==> config.mk <==
export PLATFORM = sky130hd
export DESIGN_NAME = rfs_radio_ctrl
export DESIGN_NICKNAME = d
export VERILOG_FILES = /design/src/rfs_pkg.sv /design/src/rfs_radio_ctrl.sv /design/src/rfs_dsm.sv
export SDC_FILE = /design/constraint.sdc
export NUM_CORES = 1
export LEC_CHECK = 0
export CAP_MARGIN = 20
export CORE_ASPECT_RATIO = 0.6
export CORE_UTILIZATION = 40
export CTS_CLUSTER_SIZE = 30
export DETAILED_ROUTE_END_ITERATION = 10
export DONT_BUFFER_PORTS = 1
export PLACE_DENSITY = 0.54
export SETUP_SLACK_MARGIN = 0.2
export SYNTH_ARGS = -nofsm -noshare
export SYNTH_HDL_FRONTEND = slang
export SYNTH_HIERARCHICAL = 1
export SYNTH_SLANG_ARGS = --single-unit
==> constraint.sdc <==
create_clock -name REF_CLK -period 10.4 [get_ports REF_CLK]
set_input_delay 1.04 -clock REF_CLK [delete_from_list [all_inputs] [get_ports REF_CLK]]
set_output_delay 1.04 -clock REF_CLK [all_outputs]
set_load 0.05 [all_outputs]
==> src/rfs_pkg.sv <==
package rfs_pkg;

	// register offsets
	localparam logic [6:0] ADDR_IRQ_STATUS_FIRST = 7'h03;
	localparam logic [6:0] ADDR_IRQ_STATUS_SECOND = 7'h04;
	localparam logic [6:0] ADDR_IRQ_ENABLE_FIRST = 7'h05;
	localparam logic [6:0] ADDR_IRQ_ENABLE_SECOND = 7'h06;
	localparam logic [6:0] ADDR_FREQ_OFFSET_LOW = 7'h73;
	localparam logic [6:0] ADDR_FREQ_OFFSET_HIGH = 7'h74;
	localparam logic [6:0] ADDR_BAND_SELECT = 7'h75;
	localparam logic [6:0] ADDR_CARRIER_FRACTION_HIGH = 7'h76;
	localparam logic [6:0] ADDR_CARRIER_FRACTION_LOW = 7'h77;

	// reset values
	localparam logic [7:0] RST_IRQ_STATUS = 8'h00;
	localparam logic [7:0] RST_IRQ_ENABLE_FIRST = 8'h00;
	localparam logic [7:0] RST_IRQ_ENABLE_SECOND = 8'h01;
	localparam logic [7:0] RST_FREQ_OFFSET_LOW = 8'h00;
	localparam logic [7:0] RST_FREQ_OFFSET_HIGH = 8'h00;
	localparam logic [7:0] RST_BAND_SELECT = 8'h35;
	localparam logic [7:0] RST_CARRIER_FRACTION_HIGH = 8'hBB;
	localparam logic [7:0] RST_CARRIER_FRACTION_LOW = 8'h80;

	// band select and frequency offset high field positions
	localparam int BAND_SBSEL_BIT = 6;
	localparam int BAND_HBSEL_BIT = 5;
	localparam int BAND_FIELD_MSB = 4;
	localparam int FREQ_OFFSET_HIGH_MSB = 1;

	// synthesizer arithmetic
	localparam logic [4:0] BAND_INTEGER_MAX = 5'h17;
	localparam logic [6:0] BAND_INTEGER_OFFSET = 7'h18;
	localparam int DSM_MODULUS = 64000;
	localparam logic signed [17:0] RX_IF_SHIFT_LOW_BAND = 18'sh01770;
	localparam logic signed [17:0] RX_IF_SHIFT_HIGH_BAND = 18'sh00BB8;
	localparam int DSM_CLK_DIV = 2;

	// sequencer timing
	localparam int unsigned REF_CLK_PERIOD_NS = 50;
	localparam int unsigned VCO_BIAS_SETTLE_US = 50;
	localparam int unsigned SYNTH_SETTLE_US = 100;
	localparam int unsigned SYNTH_TOTAL_US = 200;
	localparam int unsigned BIAS_CYC =
		(VCO_BIAS_SETTLE_US * 1000 + REF_CLK_PERIOD_NS - 1) / REF_CLK_PERIOD_NS;
	localparam int unsigned SETTLE_CYC =
		(SYNTH_SETTLE_US * 1000 + REF_CLK_PERIOD_NS - 1) / REF_CLK_PERIOD_NS;
	localparam int unsigned TOTAL_CYC =
		(SYNTH_TOTAL_US * 1000) / REF_CLK_PERIOD_NS;
	localparam int unsigned CAL_CYC = TOTAL_CYC - BIAS_CYC - SETTLE_CYC;

	typedef enum logic [2:0] {
		SEQ_OFF,
		SEQ_BIAS,
		SEQ_CAL,
		SEQ_SETTLE,
		SEQ_LOCKED
	} rfs_seq_e;

endpackage

==> src/rfs_radio_ctrl.sv <==
`timescale 1ns/100ps
// Notes on behaviour
// - pending interrupt drives the active-low interrupt pin low.
// - any enabled event occurring asserts the interrupt pin.
// - pin stays low until the status register holding the bit is read.
// - after that read the pin releases until a new status change.
// - only events with their enable bit set drive the pin.
// - reading a status register clears its enabled bits.
// - disabled events still latch status, readable any time, no pin effect.
// - host writes only the mode; sequencer does the transition steps.
// - VCO calibrates on every frequency change and synth power-up.
// - synthesizer settle wait defaults to 100 us.
// - bias settle, calibration and settle total 200 us.
// - third-order modulator, modulo 64000 accumulators, 10 MHz rate.
// - fraction built from carrier fraction, offset and deviation words.
// - frequency-shift modulation varies the fraction with transmit data.
// - integer is band field plus 24; carrier from band, integer, fraction.
// - band-high bit selects output divide-by-two, low band is half.
// - band field holds 0 to 23; larger writes become 23.
// - receive mode lowers synthesizer by 937.5 kHz, registers untouched.
// - receive and transmit on one channel need no reprogramming.
module rfs_radio_ctrl
	import rfs_pkg::*;
(
	// clock and reset
	input wire logic REF_CLK,
	input wire logic NRST,
	// register port
	input wire logic [6:0] REG_ADDR,
	input wire logic REG_WE,
	input wire logic REG_RE,
	input wire logic [7:0] REG_WDATA,
	output logic [7:0] REG_RDATA,
	// interrupt events and pin
	input wire logic [7:0] EVENT_FIRST,
	input wire logic [7:0] EVENT_SECOND,
	output logic RADIO_INTERRUPT_OUT_LOW,
	// mode and modulation from the operating-mode logic
	input wire logic SYNTH_ON,
	input wire logic RX_MODE,
	input wire logic TX_DATA,
	input wire logic [7:0] DEVIATION_WORD,
	// synthesizer controls
	output logic [6:0] DIV_VALUE,
	output logic HIGH_BAND,
	output logic VCO_CAL_ACTIVE,
	output logic SYNTH_READY
);

	typedef struct packed {
		logic [7:0] stat1;
		logic [7:0] stat2;
		logic [7:0] en1;
		logic [7:0] en2;
		logic [7:0] fo_lo;
		logic [1:0] fo_hi;
		logic sbsel;
		logic hbsel;
		logic [4:0] fb;
		logic [7:0] fc_hi;
		logic [7:0] fc_lo;
		logic [7:0] rdata;
		logic irq_n;
		rfs_seq_e seq;
		logic [10:0] cnt;
		logic [12:0] seq_cyc;
		logic synth_on_prev;
		logic [6:0] n_int;
		logic [15:0] frac;
		logic [6:0] div;
	} rfs_state_s;

	rfs_state_s s_q, s_d;
	logic signed [3:0] dsm_corr;
	logic rd_stat1, rd_stat2, freq_wr;
	logic [6:0] n_base;
	logic signed [17:0] fo_ext, dev, if_shift, frac_s;
	logic [7:0] keep1;

	rfs_dsm #(
		.MODULUS(DSM_MODULUS),
		.CLK_DIV(DSM_CLK_DIV)
	) u_dsm (
		.ref_clk(REF_CLK),
		.nrst(NRST),
		.frac(s_q.frac),
		.corr(dsm_corr)
	);

	always_comb begin
		s_d = s_q;
		rd_stat1 = REG_RE && REG_ADDR == ADDR_IRQ_STATUS_FIRST;
		rd_stat2 = REG_RE && REG_ADDR == ADDR_IRQ_STATUS_SECOND;
		freq_wr = REG_WE && REG_ADDR >= ADDR_FREQ_OFFSET_LOW &&
			REG_ADDR <= ADDR_CARRIER_FRACTION_LOW;

		// status latch; an event in the read cycle survives the clear
		s_d.stat1 = s_q.stat1 | EVENT_FIRST;
		s_d.stat2 = s_q.stat2 | EVENT_SECOND;
		if (rd_stat1)
			s_d.stat1 = (s_q.stat1 & ~s_q.en1) | EVENT_FIRST;
		if (rd_stat2)
			s_d.stat2 = (s_q.stat2 & ~s_q.en2) | EVENT_SECOND;

		if (REG_RE) begin
			unique case (REG_ADDR)
				ADDR_IRQ_STATUS_FIRST: s_d.rdata = s_q.stat1;
				ADDR_IRQ_STATUS_SECOND: s_d.rdata = s_q.stat2;
				ADDR_IRQ_ENABLE_FIRST: s_d.rdata = s_q.en1;
				ADDR_IRQ_ENABLE_SECOND: s_d.rdata = s_q.en2;
				ADDR_FREQ_OFFSET_LOW: s_d.rdata = s_q.fo_lo;
				ADDR_FREQ_OFFSET_HIGH: s_d.rdata = {6'h00, s_q.fo_hi};
				ADDR_BAND_SELECT: s_d.rdata = {1'b0, s_q.sbsel, s_q.hbsel, s_q.fb};
				ADDR_CARRIER_FRACTION_HIGH: s_d.rdata = s_q.fc_hi;
				ADDR_CARRIER_FRACTION_LOW: s_d.rdata = s_q.fc_lo;
				default: s_d.rdata = 8'h00;
			endcase
		end

		if (REG_WE) begin
			unique case (REG_ADDR)
				ADDR_IRQ_ENABLE_FIRST: s_d.en1 = REG_WDATA;
				ADDR_IRQ_ENABLE_SECOND: s_d.en2 = REG_WDATA;
				ADDR_FREQ_OFFSET_LOW: s_d.fo_lo = REG_WDATA;
				ADDR_FREQ_OFFSET_HIGH:
					s_d.fo_hi = REG_WDATA[FREQ_OFFSET_HIGH_MSB:0];
				ADDR_BAND_SELECT: begin
					s_d.sbsel = REG_WDATA[BAND_SBSEL_BIT];
					s_d.hbsel = REG_WDATA[BAND_HBSEL_BIT];
					if (REG_WDATA[BAND_FIELD_MSB:0] > BAND_INTEGER_MAX)
						s_d.fb = BAND_INTEGER_MAX;
					else
						s_d.fb = REG_WDATA[BAND_FIELD_MSB:0];
				end
				ADDR_CARRIER_FRACTION_HIGH: s_d.fc_hi = REG_WDATA;
				ADDR_CARRIER_FRACTION_LOW: s_d.fc_lo = REG_WDATA;
				default: ;
			endcase
		end

		// pin follows the enabled latched bits of the next state
		s_d.irq_n = ~|({s_d.stat1, s_d.stat2} & {s_d.en1, s_d.en2});

		// calibration sequence, restarted by power-up or any retune
		s_d.synth_on_prev = SYNTH_ON;
		if (s_q.seq != SEQ_LOCKED && s_q.seq != SEQ_OFF)
			s_d.seq_cyc = 13'(s_q.seq_cyc + 13'h0001);
		if (!SYNTH_ON) begin
			s_d.seq = SEQ_OFF;
		end else if (freq_wr || !s_q.synth_on_prev || s_q.seq == SEQ_OFF) begin
			s_d.seq = SEQ_BIAS;
			s_d.cnt = 11'(BIAS_CYC - 1);
			s_d.seq_cyc = 13'h0001;
		end else begin
			unique case (s_q.seq)
				SEQ_BIAS: begin
					if (s_q.cnt == 11'h000) begin
						s_d.seq = SEQ_CAL;
						s_d.cnt = 11'(CAL_CYC - 1);
					end else
						s_d.cnt = 11'(s_q.cnt - 11'h001);
				end
				SEQ_CAL: begin
					if (s_q.cnt == 11'h000) begin
						s_d.seq = SEQ_SETTLE;
						s_d.cnt = 11'(SETTLE_CYC - 1);
					end else
						s_d.cnt = 11'(s_q.cnt - 11'h001);
				end
				SEQ_SETTLE: begin
					if (s_q.cnt == 11'h000)
						s_d.seq = SEQ_LOCKED;
					else
						s_d.cnt = 11'(s_q.cnt - 11'h001);
				end
				SEQ_LOCKED: ;
				default: s_d.seq = SEQ_OFF;
			endcase
		end

		// division ratio; all corrections in fraction units of the band
		n_base = 7'({2'b00, s_q.fb} + BAND_INTEGER_OFFSET);
		fo_ext = 18'($signed({s_q.fo_hi, s_q.fo_lo}));
		if (RX_MODE)
			dev = 18'sh00000;
		else if (s_q.hbsel)
			dev = $signed({9'h000, DEVIATION_WORD, 1'b0});
		else
			dev = $signed({8'h00, DEVIATION_WORD, 2'b00});
		if (!RX_MODE && !TX_DATA)
			dev = 18'(-dev);
		// low-side injection: the same words serve receive and transmit
		if (!RX_MODE)
			if_shift = 18'sh00000;
		else if (s_q.hbsel)
			if_shift = RX_IF_SHIFT_HIGH_BAND;
		else
			if_shift = RX_IF_SHIFT_LOW_BAND;
		frac_s = 18'($signed({2'b00, s_q.fc_hi, s_q.fc_lo}) + fo_ext + dev -
			if_shift);
		// the offsets are far below the modulus, so one wrap is enough
		if (frac_s < 18'sh00000) begin
			s_d.frac = 16'(frac_s + 18'(DSM_MODULUS));
			s_d.n_int = 7'(n_base - 7'h01);
		end else if (frac_s >= 18'(DSM_MODULUS)) begin
			s_d.frac = 16'(frac_s - 18'(DSM_MODULUS));
			s_d.n_int = 7'(n_base + 7'h01);
		end else begin
			s_d.frac = frac_s[15:0];
			s_d.n_int = n_base;
		end
		s_d.div = 7'(s_q.n_int + {{3{dsm_corr[3]}}, dsm_corr});
	end

	always_ff @(posedge REF_CLK) begin
		if (!NRST) begin
			s_q <= '0;
			s_q.en1 <= RST_IRQ_ENABLE_FIRST;
			s_q.en2 <= RST_IRQ_ENABLE_SECOND;
			s_q.stat1 <= RST_IRQ_STATUS;
			s_q.stat2 <= RST_IRQ_STATUS;
			s_q.fo_lo <= RST_FREQ_OFFSET_LOW;
			s_q.fo_hi <= RST_FREQ_OFFSET_HIGH[FREQ_OFFSET_HIGH_MSB:0];
			s_q.sbsel <= RST_BAND_SELECT[BAND_SBSEL_BIT];
			s_q.hbsel <= RST_BAND_SELECT[BAND_HBSEL_BIT];
			s_q.fb <= RST_BAND_SELECT[BAND_FIELD_MSB:0];
			s_q.fc_hi <= RST_CARRIER_FRACTION_HIGH;
			s_q.fc_lo <= RST_CARRIER_FRACTION_LOW;
			s_q.irq_n <= 1'b1;
			s_q.seq <= SEQ_OFF;
		end else
			s_q <= s_d;
	end

	assign REG_RDATA = s_q.rdata;
	assign RADIO_INTERRUPT_OUT_LOW = s_q.irq_n;
	assign DIV_VALUE = s_q.div;
	assign HIGH_BAND = s_q.hbsel;
	assign VCO_CAL_ACTIVE = s_q.seq == SEQ_CAL;
	assign SYNTH_READY = s_q.seq == SEQ_LOCKED;
	assign keep1 = s_q.stat1 & ~s_q.en1;
endmodule

==> src/rfs_dsm.sv <==
`timescale 1ns/100ps
module rfs_dsm
	import rfs_pkg::*;
#(
	parameter int MODULUS = DSM_MODULUS,
	parameter int CLK_DIV = DSM_CLK_DIV
)(
	// clock and reset
	input wire logic ref_clk,
	input wire logic nrst,
	// fraction in, integer correction out
	input wire logic [15:0] frac,
	output logic signed [3:0] corr
);

	if (MODULUS < 2 || MODULUS > 65536 || CLK_DIV != 2) begin : g_chk
		$error("rfs_dsm: unsupported modulus or clock divide");
	end

	typedef struct packed {
		logic phase;
		logic [15:0] acc1;
		logic [15:0] acc2;
		logic [15:0] acc3;
		logic c1_d1;
		logic c1_d2;
		logic c2_d1;
		logic c2_d2;
		logic c3_d1;
		logic c3_d2;
		logic signed [3:0] corr;
	} rfs_dsm_s;

	rfs_dsm_s s_q, s_d;

	// add with wrap at the modulus, carry on top
	function automatic logic [16:0] mod_add(input logic [15:0] a,
		input logic [15:0] b);
		logic [16:0] sum;
		sum = {1'b0, a} + {1'b0, b};
		if (sum >= 17'(MODULUS))
			return {1'b1, 16'(sum - 17'(MODULUS))};
		return {1'b0, sum[15:0]};
	endfunction

	logic [16:0] r1, r2, r3;

	always_comb begin
		r1 = mod_add(s_q.acc1, frac);
		r2 = mod_add(s_q.acc2, r1[15:0]);
		r3 = mod_add(s_q.acc3, r2[15:0]);
		s_d = s_q;
		s_d.phase = ~s_q.phase;
		// modulator steps at half the reference clock, the 10 MHz rate
		if (s_q.phase) begin
			s_d.acc1 = r1[15:0];
			s_d.acc2 = r2[15:0];
			s_d.acc3 = r3[15:0];
			s_d.c1_d1 = r1[16];
			s_d.c1_d2 = s_q.c1_d1;
			s_d.c2_d1 = r2[16];
			s_d.c2_d2 = s_q.c2_d1;
			s_d.c3_d1 = r3[16];
			s_d.c3_d2 = s_q.c3_d1;
			// third-order noise shaping of the three carries
			s_d.corr = 4'($signed({3'b000, s_q.c1_d2}) +
				$signed({3'b000, s_q.c2_d1}) - $signed({3'b000, s_q.c2_d2}) +
				$signed({3'b000, r3[16]}) - $signed({2'b00, s_q.c3_d1, 1'b0}) +
				$signed({3'b000, s_q.c3_d1}) - $signed({3'b000, s_q.c3_d1}) +
				$signed({3'b000, s_q.c3_d2}));
		end
	end

	always_ff @(posedge ref_clk) begin
		if (!nrst)
			s_q <= '0;
		else
			s_q <= s_d;
	end

	assign corr = s_q.corr;

endmodule

==> flow_summary.yaml, run 1 <==
floorplan:
  dieArea_um2: 33700
  dieHeight_um: 143
  io_pins: 65
  start_util: 0.407
  die_w_um: 236
  rows: 51
  core_um2: 32400
critical_path:
  r2r_end: "u_dsm/corr[1]"
  crit_required_ps: 10770
  crit_top_cell: "ha_1"
  r2r-start: "u_dsm/s_q[42]"
  r2r_cells: 35
  end_kind: "flip-flop"
  critical_path_class: "reg2reg"
  cp-start-kind: "flip-flop"
  crit_path_max_incr_delay_ps: 560
  cpMaxStageDelayCell: "o41a_1"
  critPathArrivalTime_ps: 10020
  cp_max_fo: 9
  rrSetupSlack_ps: 740
placement:
  hpwl_um: 28700
  dp.cells: 1970
  dpl_cell_area_um2: 13400
  portBuffers: 0
  dp_slack_ps: 761
  gp_congestion: 0.881
logic_synthesis:
  ys_ff_latch: 178
  syn_inst: 1617
  yosysSeqAreaShare: 0.270
  yosys_warnings: 6
  synth_edf_count: 0
  synth_cell_types: 106
  syn-cell-area_um2: 13200
  ys.flop_type: "dfxtp_1"
  synthesis.nets: 1796
  async_flop_share: 0
  syn_avg_cell_area_um2: 8.15
routing:
  ant_nets: 0
  routed.top_layer: "met4"
  vias_per_cell: 5.78
  drt_wl_total_um: 37300
  drt-met1-wl_um: 21400
  wl_met3_um: 3160
  drt_iter0_markers: 1243
  wire_per_inst_um: 18.6
  wl_met2_um: 12400
  first_pass_iters: 6
  vias: 11600
  drc: 0
power:
  leakagePower_nw: 5.82
  peakVddDrop_mv: 0.216
  power_density_nw_per_um2: 245
  finalPower_mw: 3.43
clock_network:
  clock-root-buffer: "clkbuf_16"
  path_clk_slew_ps: 70
  numCtsBuffers: 17
  clk_latency_ps: 460
  cts_tree: "done"
  clockBufferDepth: 2
  hold_buffers: 0
  cts.sinks: 178
  cts.htree.levels: 4
finish:
  antenna_cells: 0
  post-route-util: 0.432
  synthToLayoutAreaGrowth_pct: 6.23
  fin_area_um2: 14000
  layout.nets: 1744
  drive_gt1_frac: 0.0672
  layout.cells.non_filler: 2002
sta:
  rsz0062_at_grt: "false"
  worst_slack_ps: 742
  setup_viol: 0
  min_period_over_period: 0.929
  slew_headroom: 0.282
  tns_ps: 0
  post-route-min-period_ps: 9660
  worst_pin_slew_ps: 1060
  max_clock_freq_ghz: 0.104
  hold_viol: 0
  fin_skew_ps: 12.7
  drv_slew: 0
  fin_hold_ws_ps: 467
worst_hold_path:
  hold_depth: 2
  min_to: "s_q[89]"
  hp-start: "s_q[89]"
  hold_path.class: "reg2reg"
global_route:
  grt_usage: 0.220
  grt_start_max_net_pins: 79
  grt_overflow: 0
  grt_pass1_vias: 10000
  grt_pass1_wl_um: 57900
  antenna_found_initial: 0
outcome:
  outcome: "completed"
run:
  maxCapViolCount: 0
[per-layer routing]
metal,vias up,track usage
met3,25,0.0644
met5,-,0
met4,0,0.0396
met1,5503,0.378
li1,5689,-
met2,362,0.245
[cells in the final DEF, fill, tap and decap left out, drive strengths merged, types with 13 or more instances in the layout]
| cell type | netlist | routed |
|---|---|---|
| nor2 | 184 | 184 |
| dfxtp | 178 | 178 |
| nand2 | 151 | 151 |
| a21oi | 136 | 136 |
| inv | 102 | 109 |
| ha | 102 | 102 |
| o21ai | 66 | 66 |
| mux2i | 59 | 59 |
| nand3 | 54 | 54 |
| xnor2 | 34 | 34 |
| nor3 | 32 | 32 |
| fa | 31 | 31 |
| a211oi | 29 | 29 |
| xor2 | 28 | 28 |
| a31oi | 25 | 25 |
| a21o | 24 | 24 |
| nor4 | 20 | 20 |
| nand2b | 18 | 18 |
| clkbuf | 43 | 17 |
| o21a | 17 | 17 |
| and2 | 17 | 17 |
| or2 | 15 | 15 |
| nor2b | 14 | 14 |
| o211ai | 13 | 13 |
| or3 | 13 | 13 |
| o22ai | 13 | 13 |
[critical path: cells and delay by family, from the launching register on]
family | cells | cell delay (ps)
buf+inv | 3 | 200
fa+ha+maj | 8 | 2440
mux | 1 | 320
compound gates | 16 | 4550
flops | 1 | 340
xor+xnor | 1 | 290
simple gates | 6 | 1430
[Yosys cell counts (27+ instances only)]
| library cell | instances | area share |
|---|---|---|
| nand3_1 | 54 | 0.021 |
| inv_1 | 100 | 0.028 |
| nand2_1 | 151 | 0.043 |
| xor2_1 | 27 | 0.018 |
| fa_1 | 31 | 0.047 |
| o21ai_0 | 61 | 0.023 |
| nor3_1 | 31 | 0.012 |
| mux2i_1 | 59 | 0.045 |
| clkbuf_1 | 43 | 0.012 |
| nor2_1 | 180 | 0.051 |
| a21oi_1 | 132 | 0.050 |
| dfxtp_1 | 178 | 0.27 |
| ha_1 | 102 | 0.097 |
| xnor2_1 | 33 | 0.022 |
[state kept, by name (all words and copies together), names as in the netlist]
signal                   count
u_dsm/s_q                   55
REG_RDATA                    8
RADIO_INTERRUPT_OUT_LOW      1
DIV_VALUE                    7
u_dsm/corr                   4
HIGH_BAND                    1
s_q                         92
fo_ext                      10
[repair_timing]
item | 4_1_cts | 5_1_grt
resized for setup | 0 | 2
setup buffers | 0 | 0
endpoints found under the setup margin | 0 | 2
[worst max-delay path by stage]
stage / from / end / slack (ps) / depth (start not counted)
after floorplan: u_dsm/s_q[42] / u_dsm/corr[1] / 1820 / 37
after global placement: u_dsm/s_q[42] / u_dsm/corr[2] / 1060 / 38
after detailed placement: u_dsm/s_q[42] / u_dsm/corr[1] / 760 / 35
after CTS: u_dsm/s_q[42] / u_dsm/corr[1] / 710 / 35
after global routing: u_dsm/s_q[42] / u_dsm/corr[2] / 240 / 39
final: u_dsm/s_q[42] / u_dsm/corr[1] / 740 / 35
[cell type report]
type,count,area (um2)
Tap cell,424,531
Sequential cell,178,3560
Clock buffer,17,425
Inverter,104,390
Timing Repair Buffer,6,45.0
Fill cell,3276,18400
Clock inverter,15,191
Multi-Input combinational cell,1258,8850
[cells by family after synthesis]
group | count (synthesis) | synth area share
muxes | 64 | 0.0491
xor gates and xnor gates | 62 | 0.0423
and+or+nand+nor | 569 | 0.208
DFF | 178 | 0.270
adders and majority gates | 133 | 0.144
buffers and inverters | 181 | 0.0598
AOI/OAI and AO/OA | 430 | 0.227
[power breakdown]
group / internal, mW / leakage [nW] / total [mW] / switching [mW]
clock: 0.347 / 0.297 / 0.678 / 0.331
sequential: 0.757 / 1.46 / 0.817 / 0.0601
combinational: 0.723 / 4.06 / 1.94 / 1.22
total: 1.83 / 5.82 / 3.43 / 1.61
Note: power is estimated with default switching activity, not from simulation.
==> inputs of run 2 (changes only) <==
Settings changed: ABC_AREA set to 1.
==> run 2 against run 1 <==
  * Clock-buffer cell count unchanged
  * Combinational power grew 8%
  * Total power increased by 5.4%
  * Clock power up 3.5%
  * Fmax rose by 26%
  * Synthesized area is 6.6% higher
  * Largest power group unchanged
  * Highest routed layer unchanged
==> flow_summary.yaml, run 2 <==
routing:
  drt-met1-wl_um: 22400
  vias: 13000
  drt_wl_total_um: 39900
  wl_met3_um: 3380
  drc: 0
  drt_iter0_markers: 1072
  wire_per_inst_um: 15.6
  vias_per_cell: 5.09
  routed.top_layer: "met4"
  wl_met2_um: 13800
  ant_nets: 0
  first_pass_iters: 6
floorplan:
  die_w_um: 244
  dieArea_um2: 35900
  core_um2: 34200
  dieHeight_um: 147
  io_pins: 65
  start_util: 0.411
  rows: 52
power:
  peakVddDrop_mv: 0.129
  finalPower_mw: 3.62
  leakagePower_nw: 7.47
  power_density_nw_per_um2: 242
global_route:
  grt_overflow: 0
  grt_usage: 0.230
  grt_start_max_net_pins: 62
  grt_pass1_wl_um: 64800
  grt_pass1_vias: 12000
  antenna_found_initial: 0
finish:
  synthToLayoutAreaGrowth_pct: 6.63
  final_common_cell: "nand2_1"
  largest_reg_flops: 92
  layout.nets: 2267
  drive_gt1_frac: 0.0795
  layout.cells.non_filler: 2560
  most-common-layout-cells: "537 x nand2_1, 358 x inv_1, 178 x dfxtp_1"
  post-route-util: 0.438
  nFillCells: 3602
  seq_area_um2: 3560
  multiInputGateArea_um2: 8720
  regMostFlops: "s_q"
  antenna_cells: 0
logic_synthesis:
  syn_avg_cell_area_um2: 6.62
  synth_most_common_cell: "nand2_1"
  synth_xor_area_frac: 0.0206
  synthesis.nets: 2300
  synth_cell_types: 60
  synth_area_leader_cell: "dfxtp_1"
  synthSimpleGateAreaFrac: 0.331
  synth-compound-area-share: 0.134
  synth_common_cells: "537 x nand2_1, 358 x inv_1, 178 x dfxtp_1, 174 x nor2_1"
  yosysSeqAreaShare: 0.254
  syn-cell-area_um2: 14000
  synth_area_leaders: "dfxtp_1 25%, nand2_1 14%, inv_1 9.6%, ha_1 9.1%, nor2_1 4.6%"
  synth_edf_count: 0
  syn_inst: 2121
  synthAdderAreaFrac: 0.135
  yosys_warnings: 6
  ys_ff_latch: 178
  async_flop_share: 0
  synthMuxAreaShare: 0
  synth_top_area_frac: 0.254
  ys.flop_type: "dfxtp_1"
  synth_top_family_by_area: "simple AND/OR/NAND/NOR gates"
sta:
  post-route-min-period_ps: 7690
  setup_viol: 0
  hold_viol: 0
  fin_skew_ps: 16.5
  drv_slew: 0
  min_period_over_period: 0.740
  worst_pin_slew_ps: 1090
  tns_ps: 0
  max_clock_freq_ghz: 0.130
  rsz0062_at_grt: "false"
  slew_headroom: 0.271
critical_path:
  critPathArrivalTime_ps: 8080
  cp_max_fo: 12
  r2r_cells: 49
  crit_required_ps: 10790
  cp-start-kind: "flip-flop"
  end_kind: "flip-flop"
  r2r_end: "u_dsm/corr[2]"
  cpMaxStageDelayCell: "fa_1"
  crit_path_max_incr_delay_ps: 390
  crit_top_cell: "nand2_1"
  critical_path_class: "reg2reg"
  r2r-start: "u_dsm/s_q[42]"
  rrSetupSlack_ps: 2710
placement:
  gp_congestion: 0.896
  portBuffers: 0
  dp.cells: 2527
  hpwl_um: 31600
clock_network:
  clock-root-buffer: "clkbuf_16"
  cts.htree.levels: 4
  clockBufferDepth: 2
  cts.sinks: 178
  cts_tree: "done"
  clk_latency_ps: 470
  path_clk_slew_ps: 80
  post_cts_buffers: 0
  postCtsResizedCells: 0
  hold_buffers: 0
  numCtsBuffers: 17
outcome:
  outcome: "completed"
run:
  maxCapViolCount: 0
worst_hold_path:
  min_to: "s_q[44]"
  hold_path.class: "reg2reg"
  hp-start: "s_q[44]"
  hold_depth: 1
run 2: routing by layer:
layer  vias up  global-route usage
met4         0              0.0388
li1       6706                   -
met5         -                   0
met2       389               0.288
met3        17              0.0524
met1      5906               0.383
run 2: worst max-delay path by stage:
stage                       start             to  slack, ps
global placement    u_dsm/s_q[42]  u_dsm/corr[2]       2980
CTS                 u_dsm/s_q[42]  u_dsm/corr[2]       2770
detailed placement  u_dsm/s_q[42]  u_dsm/corr[2]       2810
finish              u_dsm/s_q[42]  u_dsm/corr[2]       2710
floorplan           u_dsm/s_q[42]  u_dsm/corr[2]       3670
global route        u_dsm/s_q[42]  u_dsm/corr[2]       1910
run 2: kinds of logic after synthesis:
logic type,Yosys count
buffers and inverters,435
adders and majority gates,133
and+or+nand+nor,1020
DFF,178
xor gates and xnor gates,33
AOI/OAI and AO/OA,322
run 2: stage by stage:
stage	area, um2	worst slack (ps)	hold slack (ps)
floorplan	14000	3670	426
global placement	14300	2980	444
detailed placement	14300	2810	448
CTS	14900	2770	462
global route	15000	1910	487
finish	15000	2710	461
run 2: cell type report:
| type | instances | area share |
|---|---|---|
| multi-input combinational | 1508 | 0.582 |
| sequential | 178 | 0.238 |
| inverter | 379 | 0.0950 |
| tap | 459 | 0.0383 |
| clock buffer | 17 | 0.0284 |
| clock inverter | 15 | 0.0147 |
| timing repair buffer | 4 | 0.00334 |
run 2: critical path: cells and delay by family (launching register included):
| kind | cells | cell delay, ps |
|---|---|---|
| DFF | 1 | 340 |
| adders and majority gates | 9 | 2520 |
| buffers and inverters | 6 | 350 |
| AOI/OAI and AO/OA | 5 | 950 |
| xor gates and xnor gates | 1 | 150 |
| and+or+nand+nor | 28 | 3310 |
run 2: power by group:
part	internal (mW)	switching, mW
registers	0.761	0.0635
clock network	0.336	0.366
logic	0.684	1.41
==> inputs of run 3 (changes only) <==
Clock period 10.4 ns to 7.5 ns, I/O delays scaled along.
==> run 3 against run 2 <==
  * Register-to-register slack got worse by 2100 ps
  * Total power rose by 52%
  * Sequential cell count did not move
  * Final cell count rose by 0.78%
  * Critical path depth rose by 1
  * Combinational power rose by 62%
  * Sequential share of layout area fell by 0.68 points
  * Final area rose by 3.0%
  * Largest power group unchanged
==> flow_summary.yaml, run 3 (same netlist as run 2, synthesis figures left out) <==
critical_path:
  rrSetupSlack_ps: 630
  critical_path_class: "reg2reg"
  crit_top_cell: "nand2_2"
  cp_top_family: "simple AND/OR/NAND/NOR gates"
  r2r_end: "u_dsm/corr[1]"
  endpoint: "u_dsm/corr[1]"
  worst-path-stages: 50
  crit_start: "u_dsm/s_q[42]"
  cp-start-kind: "flip-flop"
  r2r-start: "u_dsm/s_q[42]"
  critPathArrivalTime_ps: 7210
  crit_path_max_incr_delay_ps: 500
  cp_max_fo: 7
  crit_buf_inv: 7
  end_kind: "flip-flop"
  r2r_cells: 50
  crit_required_ps: 7840
  cpMaxStageDelayCell: "fa_2"
power:
  peakVddDrop_mv: 0.177
  power_density_nw_per_um2: 357
  leakagePower_nw: 7.57
global_route:
  grt_pass1_vias: 11900
  grt_usage: 0.229
  antenna_found_initial: 0
  grt_overflow: 0
  grt_pass1_wl_um: 64700
  grt_start_max_net_pins: 62
clock_network:
  clk_latency_ps: 460
  clock-root-buffer: "clkbuf_16"
  path_clk_slew_ps: 80
  numCtsBuffers: 17
  clockBufferDepth: 2
  cts.htree.levels: 4
  cts.sinks: 178
  cts_tree: "done"
floorplan:
  die_w_um: 244
  start_util: 0.411
  dieHeight_um: 147
  core_um2: 34200
  rows: 52
  dieArea_um2: 35900
  io_pins: 65
sta:
  rsz0062_at_grt: "false"
  drv_slew: 0
  post-route-min-period_ps: 6870
  worst_pin_slew_ps: 1040
  fin_hold_ws_ps: 399
  max_clock_freq_ghz: 0.146
  hold_viol: 0
  fin_skew_ps: 15.7
  tns_ps: 0
  setup_viol: 0
  min_period_over_period: 0.916
  slew_headroom: 0.302
run:
  maxCapViolCount: 0
finish:
  synthToLayoutAreaGrowth_pct: 9.80
  most-common-layout-cells: "522 x nand2_1, 355 x inv_1, 177 x dfxtp_1"
  layout.nets: 2287
  final_common_cell: "nand2_1"
  layout.cells.non_filler: 2580
  largest_reg_flops: 92
  regMostFlops: "s_q"
  antenna_cells: 0
  drive_gt1_frac: 0.111
routing:
  drt-met1-wl_um: 22400
  drt_wl_total_um: 40600
  wire_per_inst_um: 15.7
  routed.top_layer: "met4"
  vias_per_cell: 5.08
  vias: 13100
  wl_met2_um: 14200
  ant_nets: 0
  wl_met3_um: 3660
  drc: 0
  drt_iter0_markers: 1073
  first_pass_iters: 5
placement:
  portBuffers: 0
  dp.cells: 2531
  hpwl_um: 31800
  gp_congestion: 0.889
outcome:
  outcome: "completed"
worst_hold_path:
  hold_path.class: "in2reg"
## run 3: changes by cell type in the layout (fill, tap and decap cells not counted), moves of 6 or more
cell,previous run,this run
buf_4,3,23
ha_1,102,86
nand2_1,537,522
ha_4,0,14
nand2_2,44,56
a21oi_1,112,106
a21oi_2,12,18
## run 3: where the power goes
part | internal, mW | leakage [nW] | total (mW) | switching (mW)
clock | 0.467 | 0.308 | 0.972 | 0.505
combinational | 1.23 | 5.80 | 3.39 | 2.16
sequential | 1.06 | 1.46 | 1.15 | 0.0985
## run 3: stage by stage
stage | worst slack [ps] | utilization | power (mW) | instance area [um2]
after floorplan | 766 | - | 3.39 | 14000
after global placement | 291 | 0.420 | 4.06 | 14300
after detailed placement | 127 | 0.420 | 4.06 | 14300
after CTS | 225 | 0.439 | 5.06 | 15000
after global routing | 133 | 0.452 | 5.97 | 15400
final | 632 | 0.452 | 5.51 | 15400
## run 3: worst min-delay path by stage
stage / end / slack, ps / cells after the start / startpoint
global placement: s_q[44] / 440 / 1 / s_q[44]
floorplan: s_q[44] / 430 / 1 / s_q[44]
CTS: RADIO_INTERRUPT_OUT_LOW / 330 / 1 / NRST
global route: RADIO_INTERRUPT_OUT_LOW / 360 / 1 / NRST
finish: RADIO_INTERRUPT_OUT_LOW / 400 / 1 / NRST
detailed placement: s_q[44] / 450 / 1 / s_q[44]
## run 3: per-layer routing
metal,vias up,track usage
li1,6750,-
met1,5946,0.377
met2,391,0.281
met4,0,0.0341
met5,-,0
met3,20,0.0678
## run 3: cell type report
class | count | area (um2)
fillers | 3576 | 18700
multi-input cells | 1508 | 9030
flip-flops and latches | 178 | 3560
inverters | 379 | 1420
well taps | 459 | 574
clock buffers | 17 | 425
clock inverters | 15 | 211
repair buffers | 24 | 193
## run 3: repair_timing
action / CTS / global route
gates resized for setup: 3 / 61
pin swaps: 2 / 22
hold buffers: 0 / 0
setup endpoints to repair: 2 / 10
buffers inserted: 2 / 14
